**src/rtl/nbi_pkg.sv**
```systemverilog
// Package of constants for the non-maskable, bus-fault and line-enable glue
package nbi_pkg;
	// ****************************************************************
	// Register map
	// ****************************************************************
	localparam logic [31:0] IRQ_ENABLE_SET_ADDR = 32'he000e100;
	localparam logic [31:0] IRQ_ENABLE_CLEAR_ADDR = 32'he000e180;
	localparam logic [31:0] AUX_FAULT_STATUS_ADDR = 32'he000e300;
	localparam logic [31:0] EVENT_STATUS_ADDR = 32'he000e310;
	localparam logic [31:0] EVENT_ENABLE_ADDR = 32'he000e314;
	localparam logic [31:0] EVENT_CLEAR_ADDR = 32'he000e318;
	localparam logic [31:0] CLOCK_STATUS_ADDR = 32'he000e320;
	localparam logic [31:0] WATCHDOG_CTRL_ADDR = 32'he000e324;
	localparam logic [31:0] WATCHDOG_RESTART_ADDR = 32'he000e328;
	// ****************************************************************
	// Field layout and reset values
	// ****************************************************************
	localparam int LINE_COUNT = 20;
	localparam logic [19:0] IRQ_ENABLE_RESET = 20'h00000;
	localparam int FAULT_SIZE_BIT = 0;
	localparam int FAULT_PROT_BIT = 1;
	localparam int FAULT_RSVD_BIT = 2;
	localparam int FAULT_MISSED_BIT = 3;
	localparam int EVT_CRYSTAL_BIT = 0;
	localparam int EVT_WATCHDOG_BIT = 1;
	localparam int EVT_BUSFAULT_BIT = 2;
	localparam int EVT_HARDFAULT_BIT = 3;
	localparam logic [31:0] PERIPH_BLOCK_MASK = 32'h00000fff;
	localparam logic [1:0] AXI_OKAY = 2'h0;
	localparam logic [1:0] AXI_SLVERR = 2'h2;
	// ****************************************************************
	// Timing
	// ****************************************************************
	localparam int CLK_HZ = 25000000;
	localparam int WATCHDOG_TIME_MS = 1792;
	localparam longint WATCHDOG_CYCLES = longint'(CLK_HZ) * WATCHDOG_TIME_MS / 1000;
	localparam int SWITCH_SETTLE_CYCLES = 4;
	// Clock switch sequence
	typedef enum logic [1:0] {
		NBI_CLK_CRYSTAL = 2'h0,
		NBI_CLK_DETECT = 2'h1,
		NBI_CLK_SWITCH = 2'h3,
		NBI_CLK_RC = 2'h2
	} nbi_clk_state_type;
endpackage

```
**src/rtl/nbi_fault_rec.sv**
```systemverilog
// Bus-fault cause classifier and recorder
`timescale 1ns/1ps
module nbi_fault_rec #(
	parameter logic [31:0] RAM_TOP = 32'h20003fff,
	parameter logic [31:0] FLASH_TOP = 32'h0003ffff
) (
	// Clock and reset
	input wire logic clk_i,
	input wire logic rst_b_i,
	// Monitored access
	input wire logic acc_valid_i,
	input wire logic [31:0] acc_addr_i,
	input wire logic [1:0] acc_size_i,
	input wire logic acc_write_i,
	input wire logic acc_priv_i,
	input wire logic acc_apb_i,
	input wire logic acc_sys_periph_i,
	input wire logic acc_prot_ram_i,
	input wire logic acc_ram_i,
	input wire logic acc_flash_i,
	input wire logic [11:0] acc_last_reg_i,
	// Software clear of the recorded causes
	input wire logic clear_i,
	input wire logic [3:0] clear_bits_i,
	// Results
	output logic [3:0] status_o,
	output logic bus_fault_o,
	output logic hard_fault_o
);
	logic [3:0] cause;
	logic any;
	logic second;

	// Classify one access into cause bits; several may be set at once
	always_comb begin
		cause = 4'h0;
		if (acc_valid_i) begin
			if ((acc_apb_i && acc_size_i != 2'h2) ||
			    (acc_size_i == 2'h2 && acc_addr_i[1:0] != 2'h0)) begin
				cause[nbi_pkg::FAULT_SIZE_BIT] = 1'b1;
			end
			if (acc_write_i && !acc_priv_i && (acc_sys_periph_i || acc_prot_ram_i)) begin
				cause[nbi_pkg::FAULT_PROT_BIT] = 1'b1;
			end
			if ((acc_apb_i && (acc_addr_i & nbi_pkg::PERIPH_BLOCK_MASK) >
			     {20'h00000, acc_last_reg_i}) ||
			    (acc_ram_i && acc_addr_i > RAM_TOP) ||
			    (acc_flash_i && acc_addr_i > FLASH_TOP)) begin
				cause[nbi_pkg::FAULT_RSVD_BIT] = 1'b1;
			end
		end
	end

	assign any = |cause[2:0];
	// A fault while causes are still recorded is a second fault
	assign second = any && (|status_o[2:0]);

	// Record causes, set wins over clear
	always_ff @(posedge clk_i or negedge rst_b_i) begin
		if (!rst_b_i) begin
			status_o <= 4'h0;
		end else begin
			status_o <= (status_o & ~(clear_i ? clear_bits_i : 4'h0)) | cause |
			            {second, 3'h0};
		end
	end

	// Bus fault pulse, preempted by a hard fault on a second fault
	always_ff @(posedge clk_i or negedge rst_b_i) begin
		if (!rst_b_i) begin
			bus_fault_o <= 1'b0;
			hard_fault_o <= 1'b0;
		end else begin
			bus_fault_o <= any && !second;
			hard_fault_o <= second;
		end
	end
endmodule

```
**src/rtl/nbi_top.sv**
```systemverilog
// Top of the non-maskable, bus-fault and line-enable glue with AXI4-Lite slave
`timescale 1ns/1ps
module nbi_top #(
	parameter longint WATCHDOG_CYCLES = nbi_pkg::WATCHDOG_CYCLES,
	parameter int LINES = nbi_pkg::LINE_COUNT
) (
	// Clock and reset
	input wire logic clk_i,
	input wire logic rst_b_i,
	// AXI4-Lite write address and data
	input wire logic [31:0] s_axi_awaddr_i,
	input wire logic s_axi_awvalid_i,
	output logic s_axi_awready_o,
	input wire logic [31:0] s_axi_wdata_i,
	input wire logic [3:0] s_axi_wstrb_i,
	input wire logic s_axi_wvalid_i,
	output logic s_axi_wready_o,
	// AXI4-Lite write response
	output logic [1:0] s_axi_bresp_o,
	output logic s_axi_bvalid_o,
	input wire logic s_axi_bready_i,
	// AXI4-Lite read
	input wire logic [31:0] s_axi_araddr_i,
	input wire logic s_axi_arvalid_i,
	output logic s_axi_arready_o,
	output logic [31:0] s_axi_rdata_o,
	output logic [1:0] s_axi_rresp_o,
	output logic s_axi_rvalid_o,
	input wire logic s_axi_rready_i,
	// Peripheral lines and core side
	input wire logic [19:0] periph_irq_i,
	output logic [19:0] core_irq_o,
	output logic nmi_o,
	output logic bus_fault_o,
	output logic hard_fault_o,
	output logic irq_o,
	// Clock supervision
	input wire logic crystal_ok_i,
	output logic clk_sel_rc_o,
	// Monitored system-bus access
	input wire logic acc_valid_i,
	input wire logic [31:0] acc_addr_i,
	input wire logic [1:0] acc_size_i,
	input wire logic acc_write_i,
	input wire logic acc_priv_i,
	input wire logic acc_apb_i,
	input wire logic acc_sys_periph_i,
	input wire logic acc_prot_ram_i,
	input wire logic acc_ram_i,
	input wire logic acc_flash_i,
	input wire logic [11:0] acc_last_reg_i
);
	// ****************************************************************
	// Declarations
	// ****************************************************************
	logic [LINES-1:0] irq_enable;
	logic [3:0] aux_fault_status;
	logic [3:0] event_status;
	logic [3:0] event_enable;
	logic [3:0] next_event_status;
	logic [3:0] event_pulse;
	logic wd_active;
	logic [31:0] wd_count;
	logic wd_fire;
	logic crystal_failure_event;
	logic [2:0] settle_count;
	nbi_pkg::nbi_clk_state_type clk_state;
	logic aw_held;
	logic w_held;
	logic [31:0] aw_addr;
	logic [31:0] w_data;
	logic [3:0] w_strb;
	logic wr_go;
	logic [31:0] wmask;
	logic fault_clear;

	// Byte-lane mask from write strobes
	function automatic logic [31:0] lane_mask(input logic [3:0] strb);
		lane_mask = {{8{strb[3]}}, {8{strb[2]}}, {8{strb[1]}}, {8{strb[0]}}};
	endfunction

	// Decode of mapped addresses, used by both channels
	function automatic logic is_mapped(input logic [31:0] a);
		if (a == nbi_pkg::IRQ_ENABLE_SET_ADDR) begin
			is_mapped = 1'b1;
		end else if (a == nbi_pkg::IRQ_ENABLE_CLEAR_ADDR) begin
			is_mapped = 1'b1;
		end else if (a == nbi_pkg::AUX_FAULT_STATUS_ADDR) begin
			is_mapped = 1'b1;
		end else if (a == nbi_pkg::EVENT_STATUS_ADDR || a == nbi_pkg::EVENT_ENABLE_ADDR) begin
			is_mapped = 1'b1;
		end else if (a == nbi_pkg::EVENT_CLEAR_ADDR || a == nbi_pkg::CLOCK_STATUS_ADDR) begin
			is_mapped = 1'b1;
		end else if (a == nbi_pkg::WATCHDOG_CTRL_ADDR) begin
			is_mapped = 1'b1;
		end else begin
			is_mapped = (a == nbi_pkg::WATCHDOG_RESTART_ADDR);
		end
	endfunction

	// ****************************************************************
	// AXI4-Lite write channel
	// ****************************************************************
	assign s_axi_awready_o = !aw_held;
	assign s_axi_wready_o = !w_held;
	assign wr_go = aw_held && w_held && !s_axi_bvalid_o;
	assign wmask = w_data & lane_mask(w_strb);

	// Capture address and data in either order
	always_ff @(posedge clk_i or negedge rst_b_i) begin
		if (!rst_b_i) begin
			aw_held <= 1'b0;
			w_held <= 1'b0;
			aw_addr <= 32'h0;
			w_data <= 32'h0;
			w_strb <= 4'h0;
		end else begin
			if (s_axi_awvalid_i && !aw_held) begin
				aw_held <= 1'b1;
				aw_addr <= s_axi_awaddr_i;
			end else if (wr_go) begin
				aw_held <= 1'b0;
			end
			if (s_axi_wvalid_i && !w_held) begin
				w_held <= 1'b1;
				w_data <= s_axi_wdata_i;
				w_strb <= s_axi_wstrb_i;
			end else if (wr_go) begin
				w_held <= 1'b0;
			end
		end
	end

	// Write response
	// A held answer keeps wr_go low, so writes never overlap
	always_ff @(posedge clk_i or negedge rst_b_i) begin
		if (!rst_b_i) begin
			s_axi_bvalid_o <= 1'b0;
			s_axi_bresp_o <= nbi_pkg::AXI_OKAY;
		end else if (wr_go) begin
			s_axi_bvalid_o <= 1'b1;
			s_axi_bresp_o <= is_mapped(aw_addr) ? nbi_pkg::AXI_OKAY : nbi_pkg::AXI_SLVERR;
		end else if (s_axi_bready_i) begin
			s_axi_bvalid_o <= 1'b0;
		end
	end

	// ****************************************************************
	// Line enables
	// ****************************************************************
	// Set and clear by writing ones; upper bits dropped
	always_ff @(posedge clk_i or negedge rst_b_i) begin
		if (!rst_b_i) begin
			irq_enable <= nbi_pkg::IRQ_ENABLE_RESET[LINES-1:0];
		end else if (wr_go && aw_addr == nbi_pkg::IRQ_ENABLE_SET_ADDR) begin
			irq_enable <= irq_enable | wmask[LINES-1:0];
		end else if (wr_go && aw_addr == nbi_pkg::IRQ_ENABLE_CLEAR_ADDR) begin
			irq_enable <= irq_enable & ~wmask[LINES-1:0];
		end
	end

	// Each bit position gates its own peripheral line
	genvar g;
	generate
		for (g = 0; g < LINES; g++) begin : gen_line
			assign core_irq_o[g] = periph_irq_i[g] & irq_enable[g];
		end
	endgenerate

	// ****************************************************************
	// Crystal supervision and clock switch
	// ****************************************************************
	// Detection is one-shot: the rc state holds until reset
	// The event waits for the settle count so software sees a stable clock
	always_ff @(posedge clk_i or negedge rst_b_i) begin
		if (!rst_b_i) begin
			clk_state <= nbi_pkg::NBI_CLK_CRYSTAL;
			settle_count <= 3'h0;
			clk_sel_rc_o <= 1'b0;
			crystal_failure_event <= 1'b0;
		end else begin
			crystal_failure_event <= 1'b0;
			case (clk_state)
				nbi_pkg::NBI_CLK_CRYSTAL: begin
					if (!crystal_ok_i) begin
						clk_state <= nbi_pkg::NBI_CLK_DETECT;
					end
				end
				nbi_pkg::NBI_CLK_DETECT: begin
					clk_sel_rc_o <= 1'b1;
					settle_count <= 3'h0;
					clk_state <= nbi_pkg::NBI_CLK_SWITCH;
				end
				nbi_pkg::NBI_CLK_SWITCH: begin
					settle_count <= settle_count + 3'h1;
					if (settle_count == 3'(nbi_pkg::SWITCH_SETTLE_CYCLES - 1)) begin
						crystal_failure_event <= 1'b1;
						clk_state <= nbi_pkg::NBI_CLK_RC;
					end
				end
				default: begin
					clk_state <= nbi_pkg::NBI_CLK_RC;
				end
			endcase
		end
	end

	// ****************************************************************
	// Watchdog timeout counter
	// ****************************************************************
	// Count only while active; a restart write or a fire starts again
	assign wd_fire = wd_active && (wd_count == 32'(WATCHDOG_CYCLES - 1));

	always_ff @(posedge clk_i or negedge rst_b_i) begin
		if (!rst_b_i) begin
			wd_active <= 1'b0;
			wd_count <= 32'h0;
		end else begin
			if (wr_go && aw_addr == nbi_pkg::WATCHDOG_CTRL_ADDR && w_strb[0]) begin
				wd_active <= w_data[0];
			end
			if (!wd_active || (wr_go && aw_addr == nbi_pkg::WATCHDOG_RESTART_ADDR)) begin
				wd_count <= 32'h0;
			end else if (wd_fire) begin
				wd_count <= 32'h0;
			end else begin
				wd_count <= wd_count + 32'h1;
			end
		end
	end

	// ****************************************************************
	// Bus-fault recorder
	// ****************************************************************
	assign fault_clear = wr_go && aw_addr == nbi_pkg::AUX_FAULT_STATUS_ADDR;

	nbi_fault_rec u_fault (
		.clk_i(clk_i),
		.rst_b_i(rst_b_i),
		.acc_valid_i(acc_valid_i),
		.acc_addr_i(acc_addr_i),
		.acc_size_i(acc_size_i),
		.acc_write_i(acc_write_i),
		.acc_priv_i(acc_priv_i),
		.acc_apb_i(acc_apb_i),
		.acc_sys_periph_i(acc_sys_periph_i),
		.acc_prot_ram_i(acc_prot_ram_i),
		.acc_ram_i(acc_ram_i),
		.acc_flash_i(acc_flash_i),
		.acc_last_reg_i(acc_last_reg_i),
		.clear_i(fault_clear),
		.clear_bits_i(wmask[3:0]),
		.status_o(aux_fault_status),
		.bus_fault_o(bus_fault_o),
		.hard_fault_o(hard_fault_o)
	);

	// ****************************************************************
	// Event manager and NMI
	// ****************************************************************
	assign event_pulse = {hard_fault_o, bus_fault_o, wd_fire, crystal_failure_event};

	// Sticky event bits, set wins over clear
	always_comb begin
		next_event_status = event_status;
		if (wr_go && aw_addr == nbi_pkg::EVENT_CLEAR_ADDR) begin
			next_event_status = event_status & ~wmask[3:0];
		end
		next_event_status = next_event_status | event_pulse;
	end

	always_ff @(posedge clk_i or negedge rst_b_i) begin
		if (!rst_b_i) begin
			event_status <= 4'h0;
			event_enable <= 4'h0;
		end else begin
			event_status <= next_event_status;
			if (wr_go && aw_addr == nbi_pkg::EVENT_ENABLE_ADDR) begin
				// Only lane 0 carries the four enable bits
				event_enable <= w_strb[0] ? wmask[3:0] : event_enable;
			end
		end
	end

	// NMI is not maskable: either second-level source raises it
	assign nmi_o = event_status[nbi_pkg::EVT_CRYSTAL_BIT] |
	               event_status[nbi_pkg::EVT_WATCHDOG_BIT];
	assign irq_o = |(event_status & event_enable);

	// ****************************************************************
	// AXI4-Lite read channel
	// ****************************************************************
	// A new read is taken only once the last answer is gone
	assign s_axi_arready_o = !s_axi_rvalid_o;

	always_ff @(posedge clk_i or negedge rst_b_i) begin
		if (!rst_b_i) begin
			s_axi_rvalid_o <= 1'b0;
			s_axi_rdata_o <= 32'h0;
			s_axi_rresp_o <= nbi_pkg::AXI_OKAY;
		end else if (s_axi_arvalid_i && !s_axi_rvalid_o) begin
			s_axi_rvalid_o <= 1'b1;
			s_axi_rresp_o <= nbi_pkg::AXI_OKAY;
			s_axi_rdata_o <= 32'h0;
			if (s_axi_araddr_i == nbi_pkg::IRQ_ENABLE_SET_ADDR ||
			    s_axi_araddr_i == nbi_pkg::IRQ_ENABLE_CLEAR_ADDR) begin
				s_axi_rdata_o <= 32'(irq_enable);
			end else if (s_axi_araddr_i == nbi_pkg::AUX_FAULT_STATUS_ADDR) begin
				s_axi_rdata_o <= {28'h0, aux_fault_status};
			end else if (s_axi_araddr_i == nbi_pkg::EVENT_STATUS_ADDR) begin
				s_axi_rdata_o <= {28'h0, event_status};
			end else if (s_axi_araddr_i == nbi_pkg::EVENT_ENABLE_ADDR) begin
				s_axi_rdata_o <= {28'h0, event_enable};
			end else if (s_axi_araddr_i == nbi_pkg::CLOCK_STATUS_ADDR) begin
				s_axi_rdata_o <= {30'h0, clk_state == nbi_pkg::NBI_CLK_RC, clk_sel_rc_o};
			end else if (s_axi_araddr_i == nbi_pkg::WATCHDOG_CTRL_ADDR) begin
				s_axi_rdata_o <= {31'h0, wd_active};
			end else if (!is_mapped(s_axi_araddr_i)) begin
				s_axi_rresp_o <= nbi_pkg::AXI_SLVERR;
			end
		end else if (s_axi_rready_i) begin
			s_axi_rvalid_o <= 1'b0;
		end
	end
endmodule

```
**config.mk**
```make
export PLATFORM = sky130hd
export DESIGN_NAME = nbi_top
export DESIGN_NICKNAME = d
export VERILOG_FILES = /design/src/rtl/nbi_pkg.sv /design/src/rtl/nbi_fault_rec.sv /design/src/rtl/nbi_top.sv
export SDC_FILE = /design/constraint.sdc
export NUM_CORES = 1
export LEC_CHECK = 0
export BUFFER_PORTS_ARGS = -buffer_cell sky130_fd_sc_hd__buf_2
export CAP_MARGIN = 20
export CORE_AREA = 10 10 128 130
export CTS_CLUSTER_SIZE = 12
export DETAILED_ROUTE_END_ITERATION = 12
export DIE_AREA = 0 0 138 140
export GPL_ROUTABILITY_DRIVEN = 0
export HOLD_SLACK_MARGIN = 0.12
export PLACE_DENSITY = 0.84
export REMOVE_ABC_BUFFERS = 1
export SYNTH_ARGS = -nofsm -noshare
export SYNTH_HDL_FRONTEND = slang
export SYNTH_SLANG_ARGS = --single-unit
```
**constraint.sdc**
```tcl
create_clock -name clk_i -period 4.95 [get_ports clk_i]
set_input_delay 0.7425 -clock clk_i [delete_from_list [all_inputs] [get_ports clk_i]]
set_output_delay 0.7425 -clock clk_i [all_outputs]
set_load 0.03 [all_outputs]
```
* Yosys cells after proc, flatten, opt, wreduce, memory -nomap -nowiden
Cells that the tools add are included.
Word-level totals: register bits 169, input bits 182, output and inout bits 66, logic and storage cells 195
Operators by class: $add $sub $neg 2, order comparisons 3, equality and inequality tests 27, mux-type cells 55, bitwise operators 33, reduce and logical (&&, ||, !) cells 53
Operators with widths (number):
- $eq 32x32->1 const B | 18
- $mux 32 | 3
- $and 20x20->20 | 2
- $mux 20 | 2
- $add 32x1->32 const B | 1
- $eq 32x26->1 const B | 1
- $gt 32x18->1 const B | 1
- $gt 32x30->1 const B | 1
- $mux 1 | 31
- $logic_and 1x1->1 | 23
- $mux 2 | 11
- $and 1x1->1 | 20
- $mux 4 | 5
- $not 20->20 | 1
- $or 20x20->20 | 1
- $reduce_bool 2->1 | 7
- $and 4x4->4 | 3
- $gt 12x12->1 | 1
- $logic_or 1x1->1 | 10
- $not 4->4 | 2
- $or 4x4->4 | 2
- $logic_not 1->1 | 7
- $eq 2x2->1 const B | 3
- $ne 2x2->1 const B | 3
- 12 further kinds | 14

* Depth between registers and ports, before layout
depth after elaboration 20, mapped depth 8, gate-level depth less buffers 8

* Cells and area by module
A second synthesis with hierarchy kept.
Second synthesis, totals: cell total of the unflattened synthesis 714, area total of the unflattened synthesis 7646.1 um^2
By module, submodules not included:
- nbi_top | times used 1, cells an instance 631, area each 6970.4 um^2, seq. area each 3728.6 um^2
- nbi_fault_rec | times used 1, cells an instance 83, area each 675.6 um^2, seq. area each 150.1 um^2

* Worst setup path after synthesis
Ideal clock, no wire load.
path kind in2reg, start input port s_axi_araddr_i[16], end register s_axi_rdata_o[10], library setup time 0.066 ns, arrival time 2.320 ns, data required time 4.884 ns, path slack 2.563 ns, cell stages on the path 6, buffers on the path 1, cell sequence or4b_1 nor4_2 nand4_2 nor3_4 buf_6 a22o_1
Between the ends: longest elaborated chain between the ends 3, elaborated cells on any way between the ends 4, classes of those cells 2 x eq/ne; 1 x mux; 1 x reduce/logical
RTL lines:
- start: declaration | line nbi_top.sv:23 | input wire logic [31:0] s_axi_araddr_i,
- $eq 32x32->1, on equally long branches | line nbi_top.sv:305, nbi_top.sv:306
- $logic_or 1x1->1 (*) | line nbi_top.sv:305 | if (s_axi_araddr_i == nbi_pkg::IRQ_ENABLE_SET_ADDR ||
- $mux 32 (*) | line nbi_top.sv:305
- end signal: assignment | line nbi_top.sv:307 | s_axi_rdata_o <= 32'(irq_enable);
- end signal: assignment | line nbi_top.sv:309 | s_axi_rdata_o <= {28'h0, aux_fault_status};
- end signal: assignment | line nbi_top.sv:311 | s_axi_rdata_o <= {28'h0, event_status};
- end: declaration | line nbi_top.sv:26 | output logic [31:0] s_axi_rdata_o,
Every way passes the cells marked *; elsewhere a longest branch is shown, timed or not. A chain may end at the register's enable or synchronous reset.

==> run summary <==
The flow ran to the end, and the final reports show no timing, DRC or antenna violations. The maximum buffer depth of the clock tree is 2. The maximum level of the CTS H-tree came out at 4. The number of global-route vias before repair came out at ~6.4k. The gate count after technology mapping came out at between 600 and 700. Buffers placed on the I/O ports in this run total roughly 220.

The worst-case IR drop observed on VDD is 0.401 mV. The placeable core region came out at between 10000 and 15000 µm². The worst-path maximum fanout came out at 12. The clock transition at the registers of the reported paths is 70 ps. The warning count from the yosys run came out at 0. The tightest min-delay check is of the input port to asynchronous set/reset pin type.

The multi-input combinational cells in the finished layout cover a total of 3290 µm². In the synthesized netlist the dominant register cell turns out to be sky130_fd_sc_hd__dfrtp_1. In the global route stage, overall resource usage came out at 0.206. Global routing finished with a remaining overflow of 0. The first detailed-routing pass took 5 iterations.

Dividing the detail-routed wire length by the instance count gives about 18 µm. The startpoint-to-endpoint class of the critical path is flop to flop. The combined buffer and inverter count along the critical path is 0. STA classifies the critical path startpoint as a flop. Adding up every negative setup slack in the final design gives 0 ps. The worst register-to-register path has a depth of 6. The critical path goes through nor4bb_1 -> nand4_1 -> nor3_2 -> and3_1 -> nand2_1 -> mux2i_1. For this run, asynchronously set or reset flops after synthesis account for 1.00. The area of the mapped netlist is 7430 µm². The maximum operating frequency is between 300 and 400 MHz.

The area enclosed by the die boundary is around 19000 µm². For this run, design rule violations remaining after detail routing come to 0. The sequential-to-total area share from yosys stat is 0.522. Grouping stages by cell kind, the critical path spends the most delay in simple AND/OR/NAND/NOR gates.

The first-pass GRT wire length is 32.8 mm. The synthesized area per cell is 11.2 µm². Entering global routing, the biggest net connects 67 pins.

Across the whole layout, storage elements account for 3880 µm². The smallest hold slack came out at approximately 290 ps. The setup slack on the worst flop-to-flop path is roughly 2400 ps.

The later-pin clock latency in the skew report came out at 440 ps. Once detailed placement completed, the half-perimeter wirelength came to between 10 and 15 mm. In this run the clock root is driven by a sky130_fd_sc_hd__clkbuf_16. After synthesis the netlist holds a flip-flop and latch count of about 160. The count of antenna-violating nets left after detailed routing came out at 0. The required time of the critical path is ~5300 ps. The data arrival time of the critical path is about 2900 ps. The worst register-to-register path begins at aw_addr[11]$_DFFE_PN0P_. The leakage power summed over all cells is between 0.004 and 0.005 µW. The top-level I/O count came out at between 200 and 250. Setup repair after global routing left no endpoint under its margin.

The count of nets after finishing is 1086. The worst clock skew came out at 14.1 ps. The final-report max-slew violation count is 0. The post-cts resize count is 0. The horizontal extent of the die is 138 µm. The number of hold buffers added after CTS is 0. The total setup buffers inserted after CTS came out at 0. The via density per instance came out at 5.55. Across all layers, the routed design uses 6007 vias. The ratio of final minimum period to clock period is 0.523. In this run the tightest slew margin relative to its limit is 0.382. The number of hold violations in the final report is 0. The fraction of layout cells with a size suffix above 1 came out at 0.343.

The starting density of the core is 0.539. The number of enable-type register cells in the synthesized netlist is 0. At the pin with the least slew margin, the transition time is 925 ps. The longest individual stage delay on the worst path came out at a little over 600 ps. STA classifies the critical path endpoint as a flop. The slowest stage of the critical path belongs to the cell sky130_fd_sc_hd__nor3_2. The layout filler cell count came out at about 1k. TritonCTS built the clock tree. The number of unique standard cell types used by synthesis came out at 63. The power per unit of standard cell area is approximately 400 nW/µm². The first-iteration detailed-routing DRC count came out at around 350. TritonCTS created 17 clock buffers. The area growth from synthesis to final layout came out at 24.8%. The final critical delay including setup and external delays is about 2600 ps. The final routed wirelength across all metal layers is approximately 20 mm. The total clock sinks came out at 155. The total power after layout came out at approximately 3700 µW.

The core utilization of the finished layout is 0.673. The total setup violations reported at the end of the flow came out at 0. The number of antenna violations at the first check in global routing came out at 1. The die outline height is approximately 140 µm. The number of violations of the max-capacitance limit is 0. The row count is 43.
==> cell usage in the layout, fill, tap and decap left out, drive strengths merged, types with 4 or more instances in the layout <==
| cell type | instances |
|---|---|
| buf | 223 |
| dfrtp | 155 |
| mux2 | 61 |
| nor2 | 47 |
| nand2 | 45 |
| inv | 39 |
| nand4 | 24 |
| xor2 | 23 |
| and2 | 22 |
| nand3 | 22 |
| a22o | 19 |
| clkbuf | 19 |
| a21oi | 16 |
| nor3 | 16 |
| ha | 15 |
| o21ai | 15 |
| conb | 14 |
| mux2i | 13 |
| and3 | 11 |
| a21o | 10 |
| nor4 | 10 |
| xnor2 | 7 |
| nor2b | 7 |
| nor4b | 6 |
| nand2b | 6 |
| a31oi | 5 |
| and4 | 4 |
==> worst register-to-register path, stage by stage, from the launching register on <==
cell,delay (ps)
sky130_fd_sc_hd__dfrtp_1,370
sky130_fd_sc_hd__nor4bb_1,340
sky130_fd_sc_hd__nand4_1,300
sky130_fd_sc_hd__nor3_2,620
sky130_fd_sc_hd__and3_1,560
sky130_fd_sc_hd__nand2_1,140
sky130_fd_sc_hd__mux2i_1,140
==> worst max-delay path by stage <==
| stage | end | depth (start not counted) | startpoint |
|---|---|---|---|
| 3_5_place_dp | s_axi_rdata_o[14]$_DFFE_PN0P_ | 6 | s_axi_araddr_i[16] |
| 5_1_grt | flop | 6 | aw_addr[10]$_DFFE_PN0P_ |
| 4_1_cts | flop | 6 | aw_addr[11]$_DFFE_PN0P_ |
| 6_report | flop | 6 | aw_addr[11]$_DFFE_PN0P_ |
| 2_1_floorplan | aw_addr[0]$_DFFE_PN0P_ | 2 | s_axi_awvalid_i |
| 3_3_place_gp | s_axi_rdata_o[13]$_DFFE_PN0P_ | 6 | s_axi_araddr_i[16] |
==> final cells by class <==
cell class | instances | area share
clock inverter | 13 | 0.0165
inverter | 34 | 0.0138
antenna | 1 | 0.000270
clock buffer | 19 | 0.0489
timing repair buffer | 223 | 0.122
sequential | 155 | 0.419
multi-input combinational | 458 | 0.355
tap | 180 | 0.0243
==> metal layers <==
layer / global-route usage / routed length [µm] / share of wire / vias up
met3: 0.0683 / 1360 / 0.068 / 38
met5: 0 / 0 / 0 / -
met2: 0.350 / 9920 / 0.50 / 219
met1: 0.243 / 8280 / 0.41 / 2949
met4: 0.0638 / 419 / 0.021 / 0
li1: - / - / - / 2801
==> synth_stat cells, drive strengths merged, types with 2 or more instances <==
| library cell | n | share of area |
|---|---|---|
| xor2 | 23 | 0.027 |
| buf | 24 | 0.021 |
| a22o | 19 | 0.022 |
| or4 | 3 | 0.0030 |
| mux2 | 61 | 0.092 |
| a221oi | 3 | 0.0035 |
| nand4b | 2 | 0.0024 |
| nand2 | 45 | 0.023 |
| or3 | 2 | 0.0017 |
| o22ai | 3 | 0.0025 |
| a31oi | 5 | 0.0042 |
| a211oi | 2 | 0.0020 |
| and2 | 22 | 0.019 |
| and3 | 11 | 0.0093 |
| nand3 | 22 | 0.015 |
| nor4b | 6 | 0.0071 |
| nor2 | 47 | 0.024 |
| a32o | 2 | 0.0027 |
| o211ai | 3 | 0.0030 |
| xnor2 | 7 | 0.0083 |
| a22oi | 2 | 0.0020 |
| dfrtp | 155 | 0.52 |
| nor4bb | 3 | 0.0040 |
| nand4 | 24 | 0.021 |
| inv | 33 | 0.017 |
| and4 | 4 | 0.0047 |
| nor3b | 2 | 0.0020 |
| a21o | 10 | 0.010 |
| o21a | 2 | 0.0020 |
| nor3 | 16 | 0.014 |
| clkbuf | 8 | 0.0040 |
| nor2b | 7 | 0.0059 |
| nor4 | 10 | 0.015 |
| ha | 15 | 0.025 |
| nand2b | 6 | 0.0051 |
| mux2i | 13 | 0.018 |
| o21ai | 15 | 0.010 |
| a21oi | 16 | 0.011 |
==> through the flow <==
step | setup slack (ps) | area [µm²] | cells
3_5_place_dp | 2090 | 8660 | 1050
6_report | 2360 | 9270 | 1083
2_1_floorplan | 2180 | 7290 | 647
4_1_cts | 2370 | 9270 | 1082
3_3_place_gp | 2140 | 8660 | 1050
5_1_grt | 2110 | 9270 | 1082
==> kinds of logic (layout without fill, tap and decap cells) <==
group,count (synthesis),in the layout,synth area share
fa+ha+maj,15,15,0.0253
simple gates,235,235,0.179
mux,74,74,0.110
flops,155,155,0.522
other cells,1,15,0.000505
xor+xnor,30,30,0.0354
compound gates,90,90,0.0851
buf+inv,66,289,0.0424
==> where the power goes <==
group	internal [µW]	switching [µW]	total, µW
combinational	337	340	677
clock	780	549	1330
sequential	1520	192	1710
(Power assumes the default switching activity.)
